**src/pkg/spsc_pkg.sv**
```systemverilog
// spsc_pkg: register map, field positions and widths for the serial port status block
// assumes a 32-bit avalon-mm slave with word offsets as byte addresses
package spsc_pkg;
    localparam int          SPSC_DATA_W     = 16;
    localparam int          SPSC_BYTE_W     = 8;
    localparam logic [3:0]  SPSC_ADR_STATUS = 4'h0;
    localparam logic [3:0]  SPSC_ADR_DATA   = 4'h4;
    localparam logic [3:0]  SPSC_ADR_CTRL   = 4'h8;
    localparam logic [3:0]  SPSC_ADR_IRQ_ST = 4'hC;
    localparam logic [3:0]  SPSC_ADR_IRQ_MK = 4'h0;
    localparam int          SPSC_ADR_W      = 4;
    localparam int          SPSC_EN_BIT     = 15;
    localparam int          SPSC_SIDL_BIT   = 13;
    localparam int          SPSC_ROV_BIT    = 6;
    localparam int          SPSC_TBF_BIT    = 1;
    localparam int          SPSC_RBF_BIT    = 0;
    localparam int          SPSC_W16_BIT    = 0;
    localparam int          SPSC_MST_BIT    = 1;
    localparam int          SPSC_DIV_BIT    = 8;
    localparam int          SPSC_DIV_W      = 8;
    localparam int          SPSC_IRQ_W      = 3;
    localparam logic [7:0]  SPSC_DIV_RESET  = 8'h04;
    localparam logic [15:0] SPSC_ZERO16     = 16'h0000;
    localparam logic [31:0] SPSC_ZERO32     = 32'h0000_0000;
endpackage

```
**src/rtl/spsc_sync3.sv**
```systemverilog
// spsc_sync3: three-stage synchroniser for pins from outside the ref_clk domain
// assumes async inputs; the output changes once stages two and three agree
`timescale 1ns/1ps
module spsc_sync3
(
    input  wire logic ref_clk,
    input  wire logic rstn,
    input  wire logic din,
    output logic      dout
);
    logic s1;
    logic s2;
    logic s3;

    always_ff @(posedge ref_clk or negedge rstn)
    begin
        if (!rstn)
        begin
            s1 <= 1'b0;
            s2 <= 1'b0;
            s3 <= 1'b0;
        end
        else
        begin
            s1 <= din;
            s2 <= s1;
            s3 <= s2;
        end
    end

    always_ff @(posedge ref_clk or negedge rstn)
    begin
        if (!rstn)
            dout <= 1'b0;
        else if (s2 == s3)
            dout <= s3;
    end
endmodule

```
**src/rtl/spsc_core.sv**
```systemverilog
// spsc_core: serial port status/control, buffers, 16-bit shifter and avalon-mm slave
// assumes avalon-mm master on ref_clk; serial pins are asynchronous and resynchronised
//
// Overview of operation
// enable bit 15 starts the port and hands pins to serial use; clear disables
// idle stop bit 13 set halts the module while the device idles
// overflow bit 6 sets when a unit completes with unread data; new data lost
// writing the data buffer sets transmit full bit 1
// moving holding buffer into shifter clears transmit full
// completed unit moved into receive buffer sets receive full bit 0
// reading the data buffer clears receive full
// status bits 14, 12..7 and 5..2 read zero
// shifter is sixteen bits behind a separate cpu buffer
// width select picks 16-bit or 8-bit units
// reset clears every status and control bit; the code loads the clock divider field with 4 instead
`timescale 1ns/1ps
module spsc_core
    import spsc_pkg::*;
#(
    parameter int DATA_W = SPSC_DATA_W
)
(
    input  wire logic        ref_clk,
    input  wire logic        rstn,
    input  wire logic [3:0]  avs_address,
    input  wire logic        avs_read,
    input  wire logic        avs_write,
    input  wire logic [31:0] avs_writedata,
    output logic [31:0]      avs_readdata,
    output logic             avs_waitrequest,
    input  wire logic        device_idle,
    input  wire logic        sck_in,
    output logic             sck_out,
    output logic             sck_oe,
    output logic             sdo_out,
    output logic             sdo_oe,
    input  wire logic        sdi_in,
    input  wire logic        ss_n_in,
    output logic             pins_serial,
    output logic             irq
);
    typedef enum logic [1:0] {SPSC_IDLE, SPSC_SHIFT, SPSC_DONE} spsc_state_type;

    spsc_state_type state;
    logic              port_module_enable;
    logic              idle_stop_select;
    logic              receive_overflow_flag;
    logic              transmit_buffer_full_flag;
    logic              receive_buffer_full_flag;
    logic              word_width_select;
    logic              master_mode;
    logic [SPSC_DIV_W-1:0] clk_div;
    logic [SPSC_DIV_W-1:0] div_cnt;
    logic [DATA_W-1:0] transmit_holding_buffer;
    logic [DATA_W-1:0] receive_holding_buffer;
    logic [DATA_W-1:0] serial_shift_register;
    logic [4:0]        bit_cnt;
    logic [SPSC_IRQ_W-1:0] irq_status;
    logic [SPSC_IRQ_W-1:0] irq_mask;
    logic              ack;
    logic              sck_sync;
    logic              sdi_sync;
    logic              ss_n_sync;
    logic              sck_prev;
    logic              sck_int;
    logic              run;
    logic              sck_rise;
    logic              sck_fall;
    logic              wr_data;
    logic              rd_data;
    logic              load_tx;
    logic              slave_start;
    logic              unit_done;
    logic [4:0]        unit_len;
    logic [DATA_W-1:0] status_word;

    function automatic logic hit(input logic [3:0] a, input logic [3:0] b);
        hit = (a == b);
    endfunction

    spsc_sync3 u_sync_sck (.ref_clk(ref_clk), .rstn(rstn), .din(sck_in), .dout(sck_sync));
    spsc_sync3 u_sync_sdi (.ref_clk(ref_clk), .rstn(rstn), .din(sdi_in), .dout(sdi_sync));
    spsc_sync3 u_sync_ss (.ref_clk(ref_clk), .rstn(rstn), .din(ss_n_in), .dout(ss_n_sync));

    // one-cycle wait on every access so read data always come from a register
    assign avs_waitrequest = (avs_read | avs_write) & ~ack;
    assign wr_data = avs_write & ~ack & hit(avs_address, SPSC_ADR_DATA);
    assign rd_data = avs_read & ~ack & hit(avs_address, SPSC_ADR_DATA);

    assign run = port_module_enable & ~(idle_stop_select & device_idle);
    assign pins_serial = port_module_enable;
    assign unit_len = word_width_select ? 5'(DATA_W) : 5'(SPSC_BYTE_W);
    assign sck_oe = port_module_enable & master_mode;
    assign sdo_oe = port_module_enable & (master_mode | ~ss_n_sync);

    assign status_word = {port_module_enable, 1'b0, idle_stop_select, 6'b00_0000,
                          receive_overflow_flag, 4'b0000,
                          transmit_buffer_full_flag, receive_buffer_full_flag};

    always_ff @(posedge ref_clk or negedge rstn)
    begin
        if (!rstn)
            ack <= 1'b0;
        else
            ack <= (avs_read | avs_write) & ~ack;
    end

    always_ff @(posedge ref_clk or negedge rstn)
    begin
        if (!rstn)
            avs_readdata <= SPSC_ZERO32;
        else if (avs_read & ~ack)
        begin
            if (hit(avs_address, SPSC_ADR_STATUS))
                avs_readdata <= {SPSC_ZERO16, status_word};
            else if (hit(avs_address, SPSC_ADR_DATA))
                avs_readdata <= {SPSC_ZERO16, receive_holding_buffer};
            else if (hit(avs_address, SPSC_ADR_CTRL))
                avs_readdata <= {SPSC_ZERO16, clk_div, 6'b00_0000, master_mode,
                                 word_width_select};
            else if (hit(avs_address, SPSC_ADR_IRQ_ST))
                avs_readdata <= {29'h0000_0000, irq_status};
            else
                avs_readdata <= {29'h0000_0000, irq_mask};
        end
    end

    // mask is written through the unused upper half of the irq status word and reads back at unmapped addresses
    always_ff @(posedge ref_clk or negedge rstn)
    begin
        if (!rstn)
        begin
            port_module_enable <= 1'b0;
            idle_stop_select   <= 1'b0;
            word_width_select  <= 1'b0;
            master_mode        <= 1'b0;
            clk_div            <= SPSC_DIV_RESET;
            irq_mask           <= '0;
        end
        else if (avs_write & ~ack)
        begin
            if (hit(avs_address, SPSC_ADR_STATUS))
            begin
                port_module_enable <= avs_writedata[SPSC_EN_BIT];
                idle_stop_select   <= avs_writedata[SPSC_SIDL_BIT];
            end
            else if (hit(avs_address, SPSC_ADR_CTRL))
            begin
                word_width_select <= avs_writedata[SPSC_W16_BIT];
                master_mode       <= avs_writedata[SPSC_MST_BIT];
                clk_div           <= avs_writedata[SPSC_DIV_BIT +: SPSC_DIV_W];
            end
            else if (hit(avs_address, SPSC_ADR_IRQ_ST))
                irq_mask <= avs_writedata[SPSC_DATA_W +: SPSC_IRQ_W];
        end
    end

    always_ff @(posedge ref_clk or negedge rstn)
    begin
        if (!rstn)
            transmit_holding_buffer <= '0;
        else if (wr_data)
            transmit_holding_buffer <= avs_writedata[DATA_W-1:0];
    end

    // internal master clock; slaves follow the synchronised pin
    always_ff @(posedge ref_clk or negedge rstn)
    begin
        if (!rstn)
        begin
            div_cnt <= '0;
            sck_int <= 1'b0;
        end
        else if (state != SPSC_SHIFT || !master_mode || !run)
        begin
            div_cnt <= '0;
            sck_int <= 1'b0;
        end
        else if (div_cnt >= clk_div)
        begin
            div_cnt <= '0;
            sck_int <= ~sck_int;
        end
        else
            div_cnt <= div_cnt + 1'b1;
    end

    always_ff @(posedge ref_clk or negedge rstn)
    begin
        if (!rstn)
            sck_prev <= 1'b0;
        else
            sck_prev <= master_mode ? sck_int : sck_sync;
    end

    assign sck_rise = ~sck_prev & (master_mode ? sck_int : sck_sync);
    assign sck_fall = sck_prev & ~(master_mode ? sck_int : sck_sync);
    assign sck_out  = sck_int;
    assign load_tx  = run && state == SPSC_IDLE && transmit_buffer_full_flag &&
                      (master_mode || !ss_n_sync);
    // a selected slave must clock in even with nothing queued to send
    assign slave_start = run && state == SPSC_IDLE && !master_mode && !ss_n_sync;
    assign unit_done = run && state == SPSC_DONE;

    // shift out msb first on falling edges, sample on rising edges
    always_ff @(posedge ref_clk or negedge rstn)
    begin
        if (!rstn)
        begin
            state                 <= SPSC_IDLE;
            serial_shift_register <= '0;
            bit_cnt               <= '0;
            sdo_out               <= 1'b0;
        end
        else if (!port_module_enable)
            state <= SPSC_IDLE;
        else if (run)
        begin
            case (state)
                SPSC_IDLE:
                    if (load_tx)
                    begin
                        serial_shift_register <= word_width_select ? transmit_holding_buffer
                            : {transmit_holding_buffer[SPSC_BYTE_W-1:0], 8'h00};
                        sdo_out <= word_width_select ? transmit_holding_buffer[DATA_W-1]
                            : transmit_holding_buffer[SPSC_BYTE_W-1];
                        bit_cnt <= '0;
                        state   <= SPSC_SHIFT;
                    end
                    else if (slave_start)
                    begin
                        sdo_out <= serial_shift_register[DATA_W-1];
                        bit_cnt <= '0;
                        state   <= SPSC_SHIFT;
                    end
                SPSC_SHIFT:
                    // a deselect mid-unit drops the partial word
                    if (!master_mode && ss_n_sync)
                        state <= SPSC_IDLE;
                    else if (sck_rise)
                    begin
                        serial_shift_register <= {serial_shift_register[DATA_W-2:0], sdi_sync};
                        bit_cnt <= bit_cnt + 1'b1;
                        if (bit_cnt + 1'b1 == unit_len)
                            state <= SPSC_DONE;
                    end
                    else if (sck_fall)
                        sdo_out <= serial_shift_register[DATA_W-1];
                SPSC_DONE:
                    state <= SPSC_IDLE;
                default:
                    state <= SPSC_IDLE;
            endcase
        end
    end

    always_ff @(posedge ref_clk or negedge rstn)
    begin
        if (!rstn)
            receive_holding_buffer <= '0;
        else if (unit_done && !receive_buffer_full_flag)
            receive_holding_buffer <= word_width_select ? serial_shift_register
                : {8'h00, serial_shift_register[SPSC_BYTE_W-1:0]};
    end

    // data-write set wins over a same-cycle load clear
    always_ff @(posedge ref_clk or negedge rstn)
    begin
        if (!rstn)
            transmit_buffer_full_flag <= 1'b0;
        else if (wr_data)
            transmit_buffer_full_flag <= 1'b1;
        else if (load_tx)
            transmit_buffer_full_flag <= 1'b0;
    end

    always_ff @(posedge ref_clk or negedge rstn)
    begin
        if (!rstn)
            receive_buffer_full_flag <= 1'b0;
        else if (unit_done && !receive_buffer_full_flag)
            receive_buffer_full_flag <= 1'b1;
        else if (rd_data)
            receive_buffer_full_flag <= 1'b0;
    end

    // overflow clears by writing zero to bit 6 of the status word
    always_ff @(posedge ref_clk or negedge rstn)
    begin
        if (!rstn)
            receive_overflow_flag <= 1'b0;
        else if (unit_done && receive_buffer_full_flag)
            receive_overflow_flag <= 1'b1;
        else if (avs_write && !ack && hit(avs_address, SPSC_ADR_STATUS) &&
                 !avs_writedata[SPSC_ROV_BIT])
            receive_overflow_flag <= 1'b0;
    end

    // events: 0 receive full, 1 transmit empty, 2 overflow; write one to clear
    always_ff @(posedge ref_clk or negedge rstn)
    begin
        if (!rstn)
            irq_status <= '0;
        else
            irq_status <= (irq_status & ~((avs_write && !ack &&
                            hit(avs_address, SPSC_ADR_IRQ_ST)) ?
                            avs_writedata[SPSC_IRQ_W-1:0] : 3'b000))
                          | {unit_done & receive_buffer_full_flag,
                             load_tx,
                             unit_done & ~receive_buffer_full_flag};
    end

    assign irq = |(irq_status & irq_mask);

    a_tbf_on_write: assert property (@(posedge ref_clk) disable iff (!rstn)
        wr_data |=> transmit_buffer_full_flag)
        else $error("transmit full not set by data write");
    a_tbf_clear: assert property (@(posedge ref_clk) disable iff (!rstn)
        (load_tx && !wr_data) |=> !transmit_buffer_full_flag && state == SPSC_SHIFT)
        else $error("transmit full not cleared on load");
    a_rbf_set: assert property (@(posedge ref_clk) disable iff (!rstn)
        (unit_done && !receive_buffer_full_flag) |=> receive_buffer_full_flag)
        else $error("receive full not set");
    a_rbf_read: assert property (@(posedge ref_clk) disable iff (!rstn)
        (rd_data && !unit_done) |=> !receive_buffer_full_flag)
        else $error("receive full not cleared by read");
    a_ovf_keep: assert property (@(posedge ref_clk) disable iff (!rstn)
        (unit_done && receive_buffer_full_flag) |=>
        receive_overflow_flag && $stable(receive_holding_buffer))
        else $error("overflow not flagged or data overwritten");
    a_zero_bits: assert property (@(posedge ref_clk) disable iff (!rstn)
        (avs_read && !ack && hit(avs_address, SPSC_ADR_STATUS)) |=>
        (avs_readdata & 32'hFFFF_5FBC) == SPSC_ZERO32)
        else $error("unimplemented status bits not zero");
    a_idle_halt: assert property (@(posedge ref_clk) disable iff (!rstn)
        (idle_stop_select && device_idle && state == SPSC_SHIFT) |=> $stable(bit_cnt))
        else $error("shifter ran in idle stop");
    a_disable_idle: assert property (@(posedge ref_clk) disable iff (!rstn)
        !port_module_enable |-> (!pins_serial && !sdo_oe && !sck_oe) ##1
        (state == SPSC_IDLE))
        else $error("disabled module not idle");
    a_byte_len: assert property (@(posedge ref_clk) disable iff (!rstn)
        (state == SPSC_SHIFT && sck_rise && run) |-> bit_cnt < unit_len)
        else $error("unit length exceeded");
    a_cut_frame: assert property (@(posedge ref_clk) disable iff (!rstn)
        (state == SPSC_SHIFT && run && !master_mode && ss_n_sync) |=> state == SPSC_IDLE)
        else $error("deselected slave kept shifting");
endmodule

```
**config.mk**
```make
export PLATFORM = sky130hd
export DESIGN_NAME = spsc_core
export DESIGN_NICKNAME = d
export VERILOG_FILES = /design/src/pkg/spsc_pkg.sv /design/src/rtl/spsc_sync3.sv /design/src/rtl/spsc_core.sv
export SDC_FILE = /design/constraint.sdc
export NUM_CORES = 1
export LEC_CHECK = 0
export BUFFER_PORTS_ARGS = -buffer_cell sky130_fd_sc_hd__buf_4
export CORE_ASPECT_RATIO = 1.5
export CORE_MARGIN = 2
export CORE_UTILIZATION = 61
export DETAILED_ROUTE_END_ITERATION = 7
export PLACE_DENSITY_LB_ADDON = 0.05
export SLEW_MARGIN = 20
export SYNTH_ARGS = -nofsm -noshare
export SYNTH_HDL_FRONTEND = slang
export SYNTH_SLANG_ARGS = --single-unit
```
**constraint.sdc**
```tcl
create_clock -name ref_clk -period 3.1 [get_ports ref_clk]
set_input_delay 0.465 -clock ref_clk [delete_from_list [all_inputs] [get_ports ref_clk]]
set_output_delay 0.465 -clock ref_clk [all_outputs]
set_load 0.1 [all_outputs]
```
After elaboration in Yosys (flattened, before gate mapping)
Index checks and enable logic that the tools add are counted.
{"block": "totals", "output_inout_bits": 39, "in_bits": 44, "register_bits": 132}
{"block": "op_classes", "n_reduce_logical": 37, "add_sub_neg": 2, "magnitude_cmp": 1, "mux": 43, "bitwise": 28, "n_eq_ne": 20}
{"cell": "two-way mux 16 bit", "count": 8}
{"cell": "case mux 16 bit (2 select lines)", "count": 1}
{"cell": "two-way mux 5 bit", "count": 5}
{"cell": "two-way mux 8 bit", "count": 2}
{"cell": "two-way mux 1 bit", "count": 15}
{"cell": "two-way mux 2 bit", "count": 7}
{"cell": "AND 1 bit", "count": 13}
{"cell": "logical AND 1 bit", "count": 13}
{"cell": "inequality test 4 bit, second input constant", "count": 3}
{"cell": "AND reduction 6 bit", "count": 2}
{"cell": "inequality test 2 bit, second input constant", "count": 5}
{"cell": "case mux 5 bit (2 select lines)", "count": 1}
{"cell": "nonzero test 2 bit", "count": 5}
{"cell": "inverter 1 bit", "count": 9}
{"cell": "adder 8 x 1 -> 8 bit, second input constant", "count": 1}
{"cell": "equality test 4 bit, second input constant", "count": 2}
{"cell": "greater-or-equal comparator 8 bit", "count": 1}
{"cell": "AND reduction 4 bit", "count": 2}
{"cell": "AND reduction 7 bit", "count": 1}
{"cell": "AND 3 bit", "count": 2}
{"cell": "zero test 1 bit", "count": 6}
{"cell": "two-way mux 3 bit", "count": 2}
{"cell": "adder 5 x 1 -> 5 bit, second input constant", "count": 1}
{"cell": "equality test 5 bit", "count": 1}
{"cell": "other kinds (17)", "count": 23}

Longest topological paths before layout
Gate-level depths: netlist of the first run.
{"block": "logic_depth", "depth_word": 11, "ltp_mapped": 8, "depth_no_buf": 7}

Hierarchy
Synthesis of the first run repeated with hierarchy kept, for this count alone.
{"block": "hier_totals", "cells_unflattened": 495, "area_unflattened_um2": 5462.7}
{"module": "spsc_core", "n_inst": 1, "cells_per_inst": 480, "area_each_um2": 5128.7}
{"module": "spsc_sync3", "n_inst": 3, "cells_per_inst": 5, "area_each_um2": 111.4}

Worst setup path after synthesis of the first run
Ideal clock, no wire load.
{"block": "synth_timing", "path_type": "reg2out", "from": "reg port_module_enable (netlist: pins_serial)", "to": "out sdo_oe", "stages_incl_launch_ff": 3, "arrival_time_ns": 2.576, "t_required_ns": 2.635, "path_buffers": 1, "path_slack_ns": 0.059, "cell_sequence": "dfrtp_1 > buf_4 > nor2b_1"}
{"block": "synth_between", "elab_chain_cells": 1}
{"element": "start: declaration", "line_no": "spsc_core.sv:45", "source": "logic port_module_enable;"}
{"element": "start signal: assignment", "line_no": "spsc_core.sv:144", "source": "port_module_enable <= avs_writedata[SPSC_EN_BIT];"}
{"element": "AND 1 bit", "line_no": "spsc_core.sv:94", "source": "assign sdo_oe = port_module_enable & (master_mode | ~ss_n_sync);"}
{"element": "end: declaration", "line_no": "spsc_core.sv:36", "source": "output logic sdo_oe,"}
No other way between the ends.

Worst setup path after layout of the first run
{"block": "layout_timing", "from": "reg port_module_enable (netlist: pins_serial)", "to": "reg receive_holding_buffer[7]"}
{"block": "layout_between", "elab_chain_cells": 3}
{"element": "AND 1 bit", "line_no": "spsc_core.sv:90", "source": "assign run = port_module_enable & ~(idle_stop_select & device_idle);"}
{"element": "logical AND 1 bit", "line_no": "spsc_core.sv:203", "source": "assign unit_done = run && state == SPSC_DONE;"}
{"element": "logical AND 1 bit", "line_no": "spsc_core.sv:261", "source": "else if (unit_done && !receive_buffer_full_flag)"}
{"element": "end signal: assignment", "line_no": "spsc_core.sv:262", "source": "receive_holding_buffer <= word_width_select ? serial_shift_register"}
{"element": "end: declaration", "line_no": "spsc_core.sv:55", "source": "logic [DATA_W-1:0] receive_holding_buffer;"}
No other way between the ends.
A chain may end at the register's enable or synchronous reset.

==> Flow_metrics.wiki, run 1 <==
{| class="wikitable"
! Metric !! Value
|-
| Layout overhead on the synthesized area || 19.60%
|-
| Ranking of synthesized cells by area || dfrtp_1 53%, mux2_2 8.3%, o21ai_0 5.1%
|-
| Master of the slowest instance on the critical path || dfrtp_1
|-
| Vias per cell || approximately 5.8
|-
| Number of top-level design ports || 83
|-
| Clk sinks || around 120
|-
| Number of H-tree branching levels || 4
|-
| Unrepaired setup endpoints after global routing || false
|-
| Transition at the pin with the smallest max-transition slack || approximately 930 ps
|-
| Final Hold Vio Count || 0
|-
| Sw power || between 1500 and 2000 uW
|-
| Area of the die || a little under 10000 um^2
|-
| Period utilisation layout || about 72%
|-
| Beginning of the worst register-to-register path || pins_serial
|-
| Register clock-pin slew on the reported worst setup and hold paths || around 60 ps
|-
| Number of global-route vias before repair || 4010
|-
| Critical register-to-register path endpoint || receive_holding_buffer[7]
|-
| Wire length of the first global-routing pass || 20.78 mm
|-
| Crit Path Class || flop to flop
|-
| Height of the die || around 120 um
|-
| Tightest slew margin relative to the limit || roughly 38%
|-
| Horizontal die dimension || approximately 81 um
|-
| Number of buffers between clock root and the deepest sink || 2
|-
| Layout cell share with drive strength beyond 1 || approximately a quarter
|-
| Count of mapped cells out of synthesis || 512
|-
| Number of buffers created by CTS || 17
|-
| DP Area || around 5800 um^2
|-
| Yosys top cell area share || ~53%
|-
| Clock network latency to the later pin of the worst-skew pair || about 410 ps
|-
| Async SR Flop Fraction || between 90% and 100%
|-
| Number of buffers added on ports || 53
|-
| Source of the critical timing path || pins_serial
|-
| Comb pwr share || around a fifth
|-
| Setup clock skew after layout || around 9 ps
|-
| Number of cells upsized or downsized after cts || 0
|-
| Seq/Total Area, Yosys || between 50% and 60%
|-
| Number of instances in the placed design || 655
|-
| Power Density || around 800 nW/um^2
|-
| Initial antenna violation count || 0
|-
| Clock Root Buffer || clkbuf_16
|-
| Half-perimeter wire length after placement || ~8.7 mm
|-
| Number of distinct library cells after synthesis || 56
|-
| Worst Path Arrival || roughly 2500 ps
|-
| Number of standard cells in the layout, taps in and fillers out || between 600 and 700
|-
| Drt total wl || 12.73 mm
|-
| Post-synth EDFFs || 0
|-
| Startpoint type of the worst setup path || flop
|-
| Global-route track usage on met1 || a little over a third
|-
| Overall Global Routing Usage || between 20 and 30%
|-
| Avg Cell Area, Syn || ~11 um^2
|-
| Peak-usage layer in the global routing report || met2
|-
| Average wire per cell in the routed design || between 15 and 20 um
|-
| Result of the run || finished clean
|-
| Number of design-rule violations left by the first detailed-router iteration || ~260
|-
| Worst Setup End Kind || flop
|-
| Top achievable clock speed || between 0.4 and 0.5 GHz
|-
| Most instantiated library cell after synthesis || dfrtp_1
|-
| Antenna cell count || 0
|-
| Kind of path behind the tightest hold check || input pin to asynchronous set/reset pin
|-
| Part of the power in the clock network || 42.0%
|-
| Critical-path maximum fanout || 25
|-
| Core box area || 8723 um^2
|-
| Overflow after GRT || 0
|-
| Required time of the critical path || 3390 ps
|-
| Maximum resistive drop on vdd || 0.0004928 V
|-
| Final design instance area without fill || 6505 um^2
|-
| Dominant delay contributor by cell family on the critical path || simple AND/OR/NAND/NOR gates
|-
| Post-CTS Setup Repair Bufs || 0
|-
| Placer's final routability congestion estimate || ~0.82
|-
| Count of buffering cells on the critical path with inverters included || 1
|-
| Share of total power consumed by net switching || a little under a third
|-
| Initial core utilization || between 60 and 70%
|-
| Primary flip-flop cell chosen by synthesis mapping || dfrtp_1
|-
| Post-synthesis register bit count || around 120
|-
| List of cells traversed by the critical path || a21bo_4 -> nor3b_1 -> nor2b_1 -> buf_4 -> mux2_2
|-
| Count of TritonRoute iterations in the first routing pass || 5
|-
| Remaining number of nets flagged by the antenna check after routing || 0
|-
| Worst stage delay on the critical path || ~530 ps
|-
| Number of setup violations in the final report || 0
|-
| Max cap viols || 0
|-
| Minimum clock period || around 2200 ps
|-
| Global routing usage on met2 || 49.48%
|-
| Number of cells on the worst reg-to-reg path || 5
|-
| Most used standard cells in the synthesized netlist || 115 x dfrtp_1, 64 x nand2_1, 55 x o21ai_0
|-
| Cell accounting for the most synthesized area || dfrtp_1
|-
| Leak pwr || around 0.0032 uW
|-
| Maximum number of pins on one net before global-route repair || 68
|-
| Setup TNS Final || 0 ps
|-
| Std cell rows || between 40 and 50
|-
| Hold_buf cts || 0
|-
| Internal cell power || 3533 uW
|-
| Clock tree from TritonCTS || done
|-
| Number of warning messages in the yosys log || 0
|-
| Pins over their slew limit || 0
|-
| Global-route met3 utilization || ~6.2%
|-
| Vias after detailed routing || between 3000 and 4000
|-
| Final net count || 618
|-
| Sequential power share || between 30% and 40%
|-
| Synth Cell Area || 5439 um^2
|-
| Worst setup slack for register-to-register paths || between 800 and 900 ps
|-
| Final routed DRC violation total || 0
|}
[worst register-to-register path, delay by kind of cell, from the launching register on]
| kind | cells | cell delay [ps] |
|---|---|---|
| AOI/OAI and AO/OA | 1 | 310 |
| buffers and inverters | 1 | 300 |
| DFF | 1 | 530 |
| muxes | 1 | 390 |
| and+or+nand+nor | 2 | 600 |
[worst max-delay path by stage]
stage | to | slack, ps | depth (start not counted)
2_1_floorplan | sdo_oe | 60 | 2
3_3_place_gp | receive_holding_buffer[4] | 900 | 6
3_5_place_dp | clk_div[4] | 880 | 5
4_1_cts | receive_holding_buffer[7] | 840 | 5
5_1_grt | receive_holding_buffer[7] | 710 | 5
6_report | receive_holding_buffer[7] | 850 | 5
[final cells by class]
class,instances,area (um^2)
flip-flops and latches,116,2904
multi-input cells,347,2267
fillers,622,2218
repair buffers,61,457.9
clock buffers,20,456.7
clock inverters,12,202.7
well taps,110,137.6
inverters,21,78.83
[metrics by stage]
| step | worst slack [ps] | power (uW) | utilization, % | hold slack, ps |
|---|---|---|---|---|
| final | 853.3 | 5143 | 74.57 | 153.2 |
| after global routing | 713.6 | 5354 | 74.57 | 151.5 |
| after CTS | 842.9 | 5166 | 74.57 | 154.0 |
| after detailed placement | 877.1 | 2998 | 67.01 | 335.5 |
| after global placement | 904.2 | 2963 | 67.01 | 332.9 |
| after floorplan | 58.95 | 2714 | - | 169.4 |
[cells in the final DEF, fill, tap and decap left out, drive strengths merged, types with 2 or more instances in the layout]
cell type | Yosys | routed
nand3 | 23 | 23
clkinvlp | 0 | 4
dfrtp | 115 | 115
nor2 | 27 | 27
inv | 21 | 21
a21oi | 16 | 16
a22oi | 6 | 6
and3 | 12 | 12
mux2i | 14 | 14
ha | 10 | 10
clkinv | 0 | 3
buf | 26 | 61
o41ai | 3 | 3
a22o | 3 | 3
and2 | 2 | 2
nand2 | 64 | 64
a21o | 3 | 3
mux4 | 2 | 2
a31oi | 4 | 4
maj3 | 3 | 3
nor3 | 2 | 2
nand2b | 4 | 4
nor3b | 2 | 2
o21ai | 56 | 56
conb | 1 | 16
xor2 | 6 | 6
mux2 | 41 | 41
nand4 | 2 | 2
nor2b | 7 | 7
bufinv | 0 | 5
clkbuf | 17 | 20
[power by group through the flow]
| stage | clock (uW) | combinational, uW | sequential [uW] |
|---|---|---|---|
| 2_1_floorplan | 0 | 664 | 2050 |
| 3_3_place_gp | 0 | 1010 | 1950 |
| 3_5_place_dp | 0 | 1030 | 1960 |
| 4_1_cts | 2180 | 1040 | 1940 |
| 5_1_grt | 2260 | 1120 | 1970 |
| 6_report | 2160 | 1040 | 1950 |
[per-layer routing]
metal  share of wire [%]  wire (um)
met5                   0          0
met4                 1.9        247
met3                 3.8        484
met2                  54       6917
met1                  40       5081
[state kept, by name, summed over array words and instances (netlist names), 2 cells and up]
name,flops
div_cnt,8
receive_holding_buffer,16
transmit_holding_buffer,16
irq_status,3
bit_cnt,5
irq_mask,3
clk_div,8
avs_readdata,16
serial_shift_register,16
state,2
[logic make-up (layout without fill, tap and decap cells)]
group                    after synthesis  count (layout)  share of synthesized area (%)
AO/OA/AOI/OAI                        102             102                          11.18
buffers and inverters                 64             114                          5.958
AND/OR/NAND/NOR                      152             152                          13.46
multiplexers                          57              57                          11.96
XOR/XNOR                               7               7                          1.127
flip-flops                           116             116                          53.39
adder cells (fa/ha/maj)               13              13                          2.853
other                                  1              16                        0.06895
(Power assumes the default switching activity.)
==> run 2: changes to the inputs <==
CORE_UTILIZATION = 57   (was 61)
clock period = 2.1 ns   (was 3.1 ns; I/O delays follow)
==> Flow_metrics.wiki, run 2 (synthesized netlist as in run 1, its figures left out) <==
{| class="wikitable"
! Metric !! Value
|-
| Kind of path behind the tightest hold check || input pin to flop
|-
| Setup clock skew after layout || roughly 8.4 ps
|-
| Remaining number of nets flagged by the antenna check after routing || 0
|-
| Area of the die || 10360 um^2
|-
| Vias after detailed routing || roughly 4000
|-
| Worst stage delay on the critical path || ~540 ps
|-
| Transition at the pin with the smallest max-transition slack || 673.4 ps
|-
| Number of top-level design ports || 83
|-
| Period utilisation layout || between 90 and 100%
|-
| Final Hold Vio Count || 0
|-
| Max cap viols || 0
|-
| Leak pwr || 0.003253 uW
|-
| Core box area || around 9300 um^2
|-
| Number of buffers created by CTS || 17
|-
| Register clock-pin slew on the reported worst setup and hold paths || ~50 ps
|-
| Initial antenna violation count || 0
|-
| Drt total wl || ~13 mm
|-
| Number of H-tree branching levels || 4
|-
| Top achievable clock speed || slightly below 0.5 GHz
|-
| Unrepaired setup endpoints after global routing || false
|-
| Clock tree from TritonCTS || done
|-
| Number of setup violations in the final report || 0
|-
| Antenna cell count || 0
|-
| Final net count || 635
|-
| Post-CTS Setup Repair Bufs || 0
|-
| Number of buffers between clock root and the deepest sink || 2
|-
| Master of the slowest instance on the critical path || dfstp_2
|-
| Startpoint type of the worst setup path || flop
|-
| Maximum resistive drop on vdd || between 0.0007 and 0.0008 V
|-
| Dominant delay contributor by cell family on the critical path || flip-flops
|-
| Most used cells in the layout excluding fill and tap cells || 114 x dfrtp_1, 72 x buf_4, 64 x nand2_1, 54 x o21ai_0, 40 x mux2_2
|-
| Horizontal die dimension || approximately 84 um
|-
| Final routed DRC violation total || 0
|-
| Overflow after GRT || 0
|-
| Half-perimeter wire length after placement || between 8 and 9 mm
|-
| Critical-path maximum fanout || 3
|-
| Required time of the critical path || roughly 2400 ps
|-
| Initial core utilization || approximately three fifths
|-
| Overall Global Routing Usage || between 20 and 30%
|-
| Vias per cell || 5.643
|-
| List of cells traversed by the critical path || inv_1 -> ha_4 -> a21oi_2 -> a21oi_1 -> or4_4 -> mux2_4
|-
| Clk sinks || 116
|-
| Wire length of the first global-routing pass || between 20 and 25 mm
|-
| Placer's final routability congestion estimate || ~0.87
|-
| Crit Path Class || flop to flop
|-
| Clock network latency to the later pin of the worst-skew pair || 410 ps
|-
| Minimum clock period || 2043 ps
|-
| Worst hold margin || approximately 15 ps
|-
| Number of design-rule violations left by the first detailed-router iteration || around 210
|-
| Layout overhead on the synthesized area || 23.14%
|-
| Count of buffering cells on the critical path with inverters included || 1
|-
| Number of global-route vias before repair || between 4000 and 5000
|-
| Tightest slew margin relative to the limit || a little under three fifths
|-
| Most common library cell in the layout ignoring fill and taps || dfrtp_1
|-
| Average wire per cell in the routed design || 17.81 um
|-
| Overall power || ~7600 uW
|-
| Count of TritonRoute iterations in the first routing pass || 5
|-
| Power Density || approximately 1100 nW/um^2
|-
| Worst Setup End Kind || flop
|-
| Maximum number of pins on one net before global-route repair || between 40 and 50
|-
| Result of the run || finished clean
|-
| Height of the die || 123.6 um
|-
| Number of buffers added on ports || 53
|-
| Clock Root Buffer || clkbuf_16
|-
| Std cell rows || between 40 and 50
|-
| Layout cell share with drive strength beyond 1 || 27.27%
|-
| Pins over their slew limit || 0
|-
| Worst Path Arrival || 2330 ps
|}
[run 2: path summary, 6_finish.rpt]
| check | endpoint | start | slack (ps) | cells past startpoint |
|---|---|---|---|---|
| setup reg to reg | sck_out | clk_div[2] | 60 | 6 |
| max in group asynchronous | clk_div[2] | rstn | 1080 | 3 |
| hold reg to reg | u_sync_ss.s2 | u_sync_ss.s1 | 350 | 0 |
| min in group asynchronous | bit_cnt[0] | rstn | 390 | 2 |
| hold / removal | u_sync_sck.s1 | sck_in | 10 | 1 |
| setup / recovery | sck_out | clk_div[2] | 60 | 6 |
[run 2: report_power, final]
group          total (uW)  leakage (uW)  switching (uW)  internal (uW)
Sequential           2830       0.00149             271           2560
Clock                3140      0.000309            1010           2130
Combinational        1630       0.00145            1080            549
[run 2: area by class of cell]
class | count | area, um^2
Multi-Input combinational cell | 347 | 2292
Tap cell | 112 | 140.1
Sequential cell | 116 | 2908
Timing Repair Buffer | 78 | 630.6
Inverter | 21 | 78.83
Fill cell | 670 | 2556
Clock inverter | 13 | 205.2
Clock buffer | 19 | 442.9
[run 2: metrics by stage]
| stage | setup WS (ps) | cell area, um^2 | utilization, % | TNS (ps) | cells |
|---|---|---|---|---|---|
| after floorplan | -95.62 | 5510 | - | -326.8 | 527 |
| after global placement | 58.99 | 6002 | 64.86 | 0 | 671 |
| after detailed placement | 54.94 | 6002 | 64.86 | 0 | 671 |
| after CTS | 4.929 | 6660 | 71.97 | 0 | 704 |
| after global routing | 9.885 | 6698 | 72.38 | 0 | 706 |
| final | 57.16 | 6698 | 72.38 | 0 | 706 |
[run 2: routing by layer]
metal  routed length [um]  share of wire (%)  vias up  global-route usage [%]
met5                    0                  0        -                       0
met4                  297                2.4        0                   10.18
met3                  502                4.0       26                   5.964
met2                 6603                 53      108                   44.55
met1                 5169                 41     1949                   31.79
li1                     -                  -     1901                       -
[run 2: what timing repair did]
item / CTS / global route
hold buffers: 1 / 2
resized for setup: 0 / 4
endpoints found under the setup margin: 0 / 5
hold endpoints to repair: 28 / 2
